**config.mk**
```make
export PLATFORM = sky130hd
export DESIGN_NAME = ssg_stop_group
export DESIGN_NICKNAME = d
export VERILOG_FILES = /design/src/ssg_pkg.sv /design/src/ssg_stop_group.sv
export SDC_FILE = /design/constraint.sdc
export NUM_CORES = 1
export LEC_CHECK = 0
export ABC_AREA = 0
export BUFFER_PORTS_ARGS = -buffer_cell sky130_fd_sc_hd__buf_2
export CAP_MARGIN = 0
export CORE_MARGIN = 2
export CORE_UTILIZATION = 58
export CTS_BUF_LIST = sky130_fd_sc_hd__clkbuf_2 sky130_fd_sc_hd__clkbuf_4 sky130_fd_sc_hd__clkbuf_8
export DETAILED_ROUTE_END_ITERATION = 8
export PLACE_DENSITY = 0.85
export SYNTH_ARGS = -nofsm -noshare
export SYNTH_HDL_FRONTEND = slang
export SYNTH_SLANG_ARGS = --single-unit
export TNS_END_PERCENT = 5
```
**constraint.sdc**
```tcl
create_clock -name clk -period 7.9 [get_ports clk]
set_input_delay 1.58 -clock clk [delete_from_list [all_inputs] [get_ports clk]]
set_output_delay 1.58 -clock clk [all_outputs]
set_load 0.05 [all_outputs]
```
**src/ssg_pkg.sv**
```systemverilog
// Constants shared by the stop group output control block.
// Assumes a 100 MHz system clock and a 16-bit register port.
package ssg_pkg;
	// ---------------------------------------------------------------
	// Register port geometry and map (word indices)
	// ---------------------------------------------------------------
	localparam int          DATA_W        = 16;
	localparam int          ADDR_W        = 4;
	localparam logic [3:0]  ADDR_CMD      = 4'h0;
	localparam logic [3:0]  ADDR_STATUS   = 4'h1;
	localparam logic [3:0]  ADDR_CFG      = 4'h2;
	localparam logic [3:0]  ADDR_HOST_OUT = 4'h3;

	// ---------------------------------------------------------------
	// Command register values
	// ---------------------------------------------------------------
	localparam logic [15:0] CMD_NONE      = 16'h0000;
	localparam logic [15:0] CMD_STOP      = 16'h0001;
	localparam logic [15:0] CMD_START     = 16'h0002;

	// ---------------------------------------------------------------
	// Status register bit positions
	// ---------------------------------------------------------------
	localparam int          ST_PEER_BTN   = 5;
	localparam int          ST_NET_LOSS   = 6;
	localparam int          ST_HOST_LOSS  = 7;
	localparam int          ST_BTN_LEFT   = 8;
	localparam int          ST_BTN_RIGHT  = 9;
	localparam int          ST_HOST_STOP  = 10;

	// ---------------------------------------------------------------
	// Configuration register fields
	// ---------------------------------------------------------------
	localparam int          CFG_REMOTE_IO = 0;
	localparam int          CFG_STOP_BTN  = 1;  // Bits 2:1, one per port
	localparam int          CFG_START_BTN = 3;  // Bits 4:3, one per port
	localparam int          CFG_PORT_REM  = 5;
	localparam int          CFG_POLICY    = 6;  // 1 = all off on stop
	localparam int          CFG_MOTOR_DIO = 7;  // Bits 8:7, one per port
	localparam logic [15:0] CFG_RESET     = 16'h0000;

	// Host output request register fields
	localparam int          HO_CTRL       = 0;  // Bits 1:0
	localparam int          HO_MOTOR      = 2;  // Bits 3:2
	localparam logic [15:0] HO_RESET      = 16'h0000;

	// ---------------------------------------------------------------
	// Timing
	// ---------------------------------------------------------------
	localparam int          CLK_PERIOD_NS = 10;
	localparam int          MS_NS         = 1000000;
	localparam int          MS_CYCLES     = MS_NS / CLK_PERIOD_NS;
	localparam int          HOST_GAP_MS   = 100;
	// Holding register index where assembly instances begin
	localparam logic [15:0] ASM_BASE      = 16'd1000;

	// Group state, gray along run <-> stop
	typedef enum logic {
		SSG_RUN  = 1'b0,
		SSG_STOP = 1'b1
	} ssg_state_t;
endpackage

```
**src/ssg_stop_group.sv**
```systemverilog
// Stop group output control: group stop latch, start acceptance, output
// gating for control ports, motor digital ports and relay-fed outputs.
// Assumes buttons and peer lines are pins; network status is on clk.
// Function
// - Zone mode, no stop or start button: port output follows zone blocked status.
// - Port with stop button energizes output while stopped, else off.
// - Remote mode or remote port control: stop applies host-loss policy.
// - Motor digital outputs during stop follow only host-loss policy.
// - Stop drops the relay feeding the four relay-fed outputs.
// - First two outputs ignore stop and follow program logic.
// - Upstream neighbour told to refuse infeed while group is stopped.
// - Start accepted only when powered, buttons reset, links present.
// - Host start to one module is passed on to the whole group.
// - Port with start button energizes when started, off when stopped.
// - Command and status registers are each 16 bits wide.
// - Once seen, loss of any assembly connection stops the group.
// - Assembly register traffic absent over 100 ms raises a stop.
// - Traffic to low holding registers is never watched for loss.
// - Any established cyclic I/O connection lost stops the group.
// - Command value 1 stops, value 2 starts.
// - Status bits 6, 7, 10 flag net, host, host-stop; zero means clear.
//
// Decided for this implementation: the register addresses and strobed register access.
`timescale 1ns/1ps
`default_nettype none
module ssg_stop_group #(
	parameter int NCONN     = 4,
	parameter int MS_CYC    = ssg_pkg::MS_CYCLES,
	parameter int GAP_MS    = ssg_pkg::HOST_GAP_MS
) (
	input  wire logic                       clk,
	input  wire logic                       rst,
	input  wire logic [ssg_pkg::ADDR_W-1:0] reg_addr,
	input  wire logic [ssg_pkg::DATA_W-1:0] reg_wdata,
	input  wire logic                       reg_wr,
	input  wire logic                       reg_rd,
	output logic      [ssg_pkg::DATA_W-1:0] reg_rdata,
	input  wire logic [1:0]                 stop_btn,
	input  wire logic [1:0]                 start_btn,
	input  wire logic                       peer_stop_in,
	input  wire logic                       peer_start_in,
	input  wire logic                       group_powered,
	input  wire logic                       peer_link_ok,
	input  wire logic [NCONN-1:0]           asm_conn_up,
	input  wire logic [NCONN-1:0]           cyc_conn_up,
	input  wire logic                       mb_req,
	input  wire logic [15:0]                mb_addr,
	input  wire logic [1:0]                 zone_blocked,
	input  wire logic [5:0]                 prog_out,
	output logic      [1:0]                 ctrl_out,
	output logic      [1:0]                 motor_out,
	output logic      [5:0]                 io_out,
	output logic                            relay_on,
	output logic                            upstream_refuse,
	output logic                            group_stop_out,
	output logic                            group_start_out
);
	import ssg_pkg::*;

	// Apply the host-loss policy to a requested output during a stop
	function automatic logic [1:0] policy_gate(input logic stopped,
		input logic all_off, input logic [1:0] req);
		policy_gate = (stopped && all_off) ? 2'h0 : req;
	endfunction

	// ---------------------------------------------------------------
	// Pin synchronisers
	// ---------------------------------------------------------------
	logic [7:0] s1_ff, s2_ff, s3_ff;
	logic [7:0] pins;
	assign pins = {peer_link_ok, group_powered, peer_start_in,
		peer_stop_in, start_btn, stop_btn};
	// Only s2 and later are read; s3 gives edge detection of starts
	always_ff @(posedge clk or posedge rst) begin
		if (rst) begin
			{s3_ff, s2_ff, s1_ff} <= 24'h000000;
		end else begin
			{s3_ff, s2_ff, s1_ff} <= {s2_ff, s1_ff, pins};
		end
	end
	logic [1:0] btn_stop_s;
	logic       peer_stop_s, powered_s, link_s;
	logic       btn_start_rise, peer_start_rise;
	assign btn_stop_s      = s2_ff[1:0];
	assign peer_stop_s     = s2_ff[4];
	assign powered_s       = s2_ff[6];
	assign link_s          = s2_ff[7];
	assign btn_start_rise  = |(s2_ff[3:2] & ~s3_ff[3:2]);
	assign peer_start_rise = s2_ff[5] & ~s3_ff[5];

	// ---------------------------------------------------------------
	// Registers reached over the plain port
	// ---------------------------------------------------------------
	logic [15:0] cmd_ff, cfg_ff, host_ff, rdata_ff;
	logic [15:0] nxt_cmd, nxt_cfg, nxt_host, nxt_rdata, status;
	logic        host_start_pulse;
	always_comb begin
		nxt_cmd   = cmd_ff;
		nxt_cfg   = cfg_ff;
		nxt_host  = host_ff;
		nxt_rdata = 16'h0000;
		if (reg_wr && reg_addr == ADDR_CMD) begin
			nxt_cmd = reg_wdata;
		end else if (reg_wr && reg_addr == ADDR_CFG) begin
			nxt_cfg = reg_wdata;
		end else if (reg_wr && reg_addr == ADDR_HOST_OUT) begin
			nxt_host = reg_wdata;
		end
		if (reg_rd && reg_addr == ADDR_CMD) begin
			nxt_rdata = cmd_ff;
		end else if (reg_rd && reg_addr == ADDR_STATUS) begin
			nxt_rdata = status;
		end else if (reg_rd && reg_addr == ADDR_CFG) begin
			nxt_rdata = cfg_ff;
		end else if (reg_rd && reg_addr == ADDR_HOST_OUT) begin
			nxt_rdata = host_ff;
		end
	end
	// Writing the start value is the host start event
	assign host_start_pulse = reg_wr && reg_addr == ADDR_CMD &&
		reg_wdata == CMD_START;
	always_ff @(posedge clk or posedge rst) begin
		if (rst) begin
			cmd_ff   <= CMD_NONE;
			cfg_ff   <= CFG_RESET;
			host_ff  <= HO_RESET;
			rdata_ff <= 16'h0000;
		end else begin
			cmd_ff   <= nxt_cmd;
			cfg_ff   <= nxt_cfg;
			host_ff  <= nxt_host;
			rdata_ff <= nxt_rdata;
		end
	end
	assign reg_rdata = rdata_ff;
	// ---------------------------------------------------------------
	// Connection supervision
	// ---------------------------------------------------------------
	logic [NCONN-1:0] asm_seen_ff, cyc_seen_ff, nxt_asm_seen, nxt_cyc_seen;
	logic [31:0]      div_ff, nxt_div;
	logic [31:0]      gap_ff, nxt_gap;
	logic             mb_armed_ff, nxt_mb_armed, ms_tick, mb_hit, mb_loss;
	assign ms_tick = (div_ff == 32'(MS_CYC - 1));
	// Only requests into the assembly area keep the watchdog fed
	// Low holding register traffic is not watched
	assign mb_hit  = mb_req && (mb_addr >= ASM_BASE);
	always_comb begin
		// A connection once seen is expected from then on
		nxt_asm_seen = asm_seen_ff | asm_conn_up;
		nxt_cyc_seen = cyc_seen_ff | cyc_conn_up;
		nxt_div      = ms_tick ? 32'h0 : div_ff + 32'h1;
		nxt_mb_armed = mb_armed_ff | mb_hit;
		nxt_gap      = gap_ff;
		if (mb_hit) begin
			nxt_gap = 32'h0;
		end else if (ms_tick && mb_armed_ff && !mb_loss) begin
			nxt_gap = gap_ff + 32'h1;
		end
	end
	always_ff @(posedge clk or posedge rst) begin
		if (rst) begin
			asm_seen_ff <= '0;
			cyc_seen_ff <= '0;
			div_ff      <= 32'h0;
			gap_ff      <= 32'h0;
			mb_armed_ff <= 1'b0;
		end else begin
			asm_seen_ff <= nxt_asm_seen;
			cyc_seen_ff <= nxt_cyc_seen;
			div_ff      <= nxt_div;
			gap_ff      <= nxt_gap;
			mb_armed_ff <= nxt_mb_armed;
		end
	end
	// Loss once more than the gap has passed without a request
	assign mb_loss = mb_armed_ff && (gap_ff > 32'(GAP_MS));
	// ---------------------------------------------------------------
	// Live stop sources and status
	// ---------------------------------------------------------------
	logic host_loss, net_loss, local_src, any_src, criteria_ok;
	// Message traffic has no input here, so it cannot cause a stop
	assign host_loss = (|(asm_seen_ff & ~asm_conn_up)) |
		(|(cyc_seen_ff & ~cyc_conn_up)) | mb_loss;
	assign net_loss  = ~link_s;
	// Live source bits, all zero when nothing holds the group
	always_comb begin
		status               = 16'h0000;
		status[ST_PEER_BTN]  = peer_stop_s;
		status[ST_NET_LOSS]  = net_loss;
		status[ST_HOST_LOSS] = host_loss;
		status[ST_BTN_LEFT]  = btn_stop_s[0];
		status[ST_BTN_RIGHT] = btn_stop_s[1];
		// Value 1 issues a stop from the host
		status[ST_HOST_STOP] = (cmd_ff == CMD_STOP);
	end
	assign local_src   = net_loss | host_loss | (|btn_stop_s) |
		(cmd_ff == CMD_STOP);
	assign any_src     = local_src | peer_stop_s;
	assign criteria_ok = powered_s && !any_src;
	// ---------------------------------------------------------------
	// Group state; stop from any source wins over a start
	// ---------------------------------------------------------------
	ssg_state_t state_ff, nxt_state;
	logic       start_req, start_ok, nxt_start_out, start_out_ff;
	assign start_req = btn_start_rise | peer_start_rise | host_start_pulse;
	assign start_ok  = start_req && criteria_ok;
	always_comb begin
		nxt_state     = state_ff;
		nxt_start_out = 1'b0;
		case (state_ff)
			SSG_RUN: begin
				if (any_src) begin
					nxt_state = SSG_STOP;
				end
			end
			SSG_STOP: begin
				// Leave stop only on an accepted start
				if (start_ok) begin
					nxt_state     = SSG_RUN;
					// Pass the start on to every peer
					nxt_start_out = 1'b1;
				end
			end
			default: nxt_state = SSG_STOP;
		endcase
	end
	// Powers up stopped so a fresh group needs an explicit start
	always_ff @(posedge clk or posedge rst) begin
		if (rst) begin
			state_ff     <= SSG_STOP;
			start_out_ff <= 1'b0;
		end else begin
			state_ff     <= nxt_state;
			start_out_ff <= nxt_start_out;
		end
	end
	logic stopped;
	assign stopped         = (state_ff == SSG_STOP);
	// Local sources are sent to the peers as a level
	assign group_stop_out  = local_src;
	assign group_start_out = start_out_ff;
	// ---------------------------------------------------------------
	// Output gating, registered
	// ---------------------------------------------------------------
	logic [1:0] ctrl_ff, motor_ff, nxt_ctrl, nxt_motor, ctrl_pol;
	logic [5:0] io_ff, nxt_io;
	logic       relay_ff, refuse_ff, nxt_relay, nxt_refuse, port_rem;
	assign port_rem = cfg_ff[CFG_REMOTE_IO] | cfg_ff[CFG_PORT_REM];
	assign ctrl_pol = policy_gate(stopped, cfg_ff[CFG_POLICY],
		host_ff[HO_CTRL+:2]);
	always_comb begin
		for (int p = 0; p < 2; p++) begin
			if (cfg_ff[CFG_STOP_BTN+p]) begin
				nxt_ctrl[p] = stopped;
			end else if (cfg_ff[CFG_START_BTN+p]) begin
				nxt_ctrl[p] = !stopped;
			end else if (port_rem) begin
				nxt_ctrl[p] = ctrl_pol[p];
			end else begin
				// Zone status, stop has no effect
				nxt_ctrl[p] = zone_blocked[p];
			end
		end
		// Motor digital ports only see the policy
		nxt_motor  = policy_gate(stopped, cfg_ff[CFG_POLICY],
			host_ff[HO_MOTOR+:2]) & cfg_ff[CFG_MOTOR_DIO+:2];
		// Relay drops on stop, whatever the program asks
		nxt_relay  = !stopped;
		nxt_io     = {prog_out[5:2] & {4{!stopped}}, prog_out[1:0]};
		// Refuse infeed from upstream while stopped
		nxt_refuse = stopped;
	end
	// Outputs registered together; infeed refusal powers up asserted
	always_ff @(posedge clk or posedge rst) begin
		if (rst) begin
			{ctrl_ff, motor_ff, io_ff, relay_ff, refuse_ff} <= 12'h001;
		end else begin
			{ctrl_ff, motor_ff, io_ff, relay_ff, refuse_ff} <=
				{nxt_ctrl, nxt_motor, nxt_io, nxt_relay, nxt_refuse};
		end
	end
	assign ctrl_out        = ctrl_ff;
	assign motor_out       = motor_ff;
	assign io_out          = io_ff;
	assign relay_on        = relay_ff;
	assign upstream_refuse = refuse_ff;
endmodule
`default_nettype wire

```
==> results.md <==
* Mapped Nets at 614
* Least-Margin Pin Slew at slightly above 1 ns
* RSZ-0062 raised after global routing: no
* Fillers at 807
* CP Max Fanout at 3
* DR WL/cell at between 15 and 20 µm
* Max stage delay cell, worst path: nor4_1
* P&R area growth vs syn at 14.3%
* Final Hold Fails at 0
* Critical Path Sink Type: primary output
* Min Hold Slack at 0.354 ns
* Main flop type after synthesis: dfrtp_1
* Initial antenna violation count at 0
* Crit-path leading delay family: simple AND/OR/NAND/NOR gates
* Synth top area share at about three fifths
* DIE WIDTH at ~110 µm
* TritonCTS clock tree: done
* Share of cells above drive strength 1 at 30.9%
* H-tree levels at 4
* Max-slew headroom at 30.7%
* Clock buffer depth at 2
* Sink Count at 170
* Min Tclk post-route at 4.49 ns
* First-pass GRT wire length at roughly 23 mm
* Failing checks: design-rule violations
* Post-CTS setup buffers at 0
* Syn avg cell area at ~13 µm²
* Netlist Area Pre-Place at roughly 7000 µm²
* Final Core Density at around two thirds
* Top cells by area, synth: dfrtp_1 (61%), mux2_2 (7.8%), and2_1 (2.4%)
* Pin count of the biggest net entering global routing at 95
* DRC at 4
* Status: complete, but fails checks
* CTS root buf: clkbuf_8
* Gr usage total at 23.0%
* # rows at 39
* Type of the worst setup path: input pin to primary output
* Largest area contributor in the netlist: dfrtp_1
* Max Fclk at around 0.22 GHz
* DR iter-0 viols at roughly 370
* Core region area at between 10000 and 15000 µm²
* Worst ir drop on vdd at between 200 and 250 µV
* Hold buffer count at CTS at 0
* Setup TNS at 0 ns
* Port Buffer Count at 91
* Grt total ovfl at 0
* Startpoint types: input pin
* Tcrit/Tclk final at 56.8%
* EDFF count, synth at 0
* Slowest Stage Delay on Critical Path at roughly 0.52 ns
* Vias/cell at roughly 5.9
* Cell mode on critical path: buf_2
* Die span in y at approximately 110 µm
* Synthesized instance count at between 500 and 600
* Vias in the first global route at 4730
* Post-synthesis register bit count at 170
* Final slew viol count at 0
* Final HPWL DP at 9.46 mm
* Power Dens Cells at about 230 nW/µm²
* Setup violations, final at 0
* CTS resizes at 0
* Worst path cell trace: buf_2 -> o22ai_1 -> nor4_1 -> o2111ai_1 -> buf_2
* Diodes inserted at 0
* YS warnings at 0
* Share of the yosys chip area belonging to registers at 61.7%
* Final #Nets at between 700 and 800
* GPL Wtd Cong at 0.785
* Via count at roughly 4700
* DR pass1 iterations at 7
* Req. time, crit path at approximately 6.3 ns
* Wirelength, routed at between 10 and 15 mm
* Crit path arrival time at 2.91 ns
* Synth cell types at 56
* Initial Utilization at between 50% and 60%
* Total power at around 1.8 mW
* Die area at between 10000 and 15000 µm²
* Clock buffer count from CTS at 17
* Hold Path Class: flop to flop
* Antenna Violating Nets Remaining at 0
* Leakage at around 3.8 nW
* Worst path bufs/invs at 2
* Ports at 95
* Post-synth ARST share at 100%
* Post-Route Skew at roughly 0.011 ns
* Max Cap Viol at 0
* Clock-pin slew on the worst setup and hold paths at approximately 0.090 ns
* Worst skew pair latency at 0.47 ns
-- where the power goes --
| group | switching, mW | internal, mW | total (mW) |
|---|---|---|---|
| clock | 0.319 | 0.318 | 0.638 |
| combinational | 0.108 | 0.0804 | 0.188 |
| sequential | 0.0484 | 0.941 | 0.989 |
-- per-layer routing --
metal  GRT usage, %  share of wire (%)
met3           6.16                6.4
met1           30.7                 43
met5              0                  0
met4           9.11                1.6
met2           36.6                 49
-- synthesized netlist by cell type (11+ instances only) --
cell and count:
mux2_2 48, inv_1 23, xnor2_1 17, xor2_1 11, dfrtp_1 168, nand2_1 29, nand4_1 16, nor4_1 16
nor2_1 23, a21oi_1 21, nand3_1 14, a221oi_1 14, and2_1 27
-- layout make-up --
type | instances | area, µm² | share of cell area [%]
multi-input cells | 335 | 2470 | 31.3
flip-flops and latches | 170 | 4260 | 54.0
well taps | 143 | 179 | 2.27
clock buffers | 17 | 234 | 2.97
repair buffers | 93 | 470 | 5.96
inverters | 23 | 91.3 | 1.16
clock inverters | 15 | 188 | 2.38
-- through the flow --
step | cells | setup slack [ns] | instance area [µm²]
2_1_floorplan | 546 | 1.72 | 6900
5_1_grt | 796 | 3.34 | 7890
3_3_place_gp | 764 | 3.43 | 7470
6_report | 796 | 3.41 | 7890
4_1_cts | 796 | 3.41 | 7890
3_5_place_dp | 764 | 3.42 | 7470
-- flip-flops by register name, indices dropped and copies added, names as in the netlist --
name / cells
group_start_out: 1
s3_ff: 3
io_out: 6
mb_armed_ff: 1
ctrl_out: 2
cmd_ff: 16
reg_rdata: 16
asm_seen_ff: 4
nxt_refuse: 1
cyc_seen_ff: 4
gap_ff: 32
host_ff: 16
s2_ff: 8
upstream_refuse: 1
s1_ff: 8
relay_on: 1
div_ff: 32
motor_out: 2
cfg_ff: 16
-- cells in the final DEF, fill, tap and decap left out, types with 3 or more instances in the layout --
master       n
bufinv_16    3
and2_1      27
buf_2       91
o21ai_0      9
ha_1         3
a221oi_1    14
xor2_1      11
clkbuf_8    17
o22ai_1      8
mux2_2      48
a21oi_1     21
nand3_1     14
xnor2_1     17
or3_1        3
nor4_1      16
or2_2        8
and4_1       9
dfrtp_1    168
nor4_2       3
nand2_1     29
nor3_1       3
clkinv_4     3
nand4_1     16
nor2_1      23
inv_1       22
nor2b_1      5
a31o_2       4
mux2i_1      6
and3_1       9
inv_6        5
-- kinds of logic after synthesis --
group	after synthesis	share of synthesized area [%]
compound gates	70	7.22
xor+xnor	28	3.55
fa+ha+maj	3	0.544
buf+inv	41	2.52
flops	170	61.7
mux	54	8.71
simple gates	180	15.8
-- worst paths after layout --
path	start	endpoint	slack (ns)	depth (start not counted)
setup / recovery	asm_conn_up[1]	group_stop_out	3.41	5
hold / removal	s1_ff[7]	s2_ff[7]	0.35	0
setup reg to reg	gap_ff[0]	group_start_out	5.36	7
hold reg to reg	s1_ff[7]	s2_ff[7]	0.35	0
max in group asynchronous	rst	ctrl_out[1]	5.18	3
min in group asynchronous	rst	gap_ff[24]	1.28	2
-- worst register-to-register path, delay by kind of cell, from the launching register on --
kind	cells	cell delay (ns)
compound gates	2	0.63
simple gates	3	1.07
flops	1	0.41
fa+ha+maj	1	0.15
buf+inv	1	0.12
(Power assumes the default switching activity.)
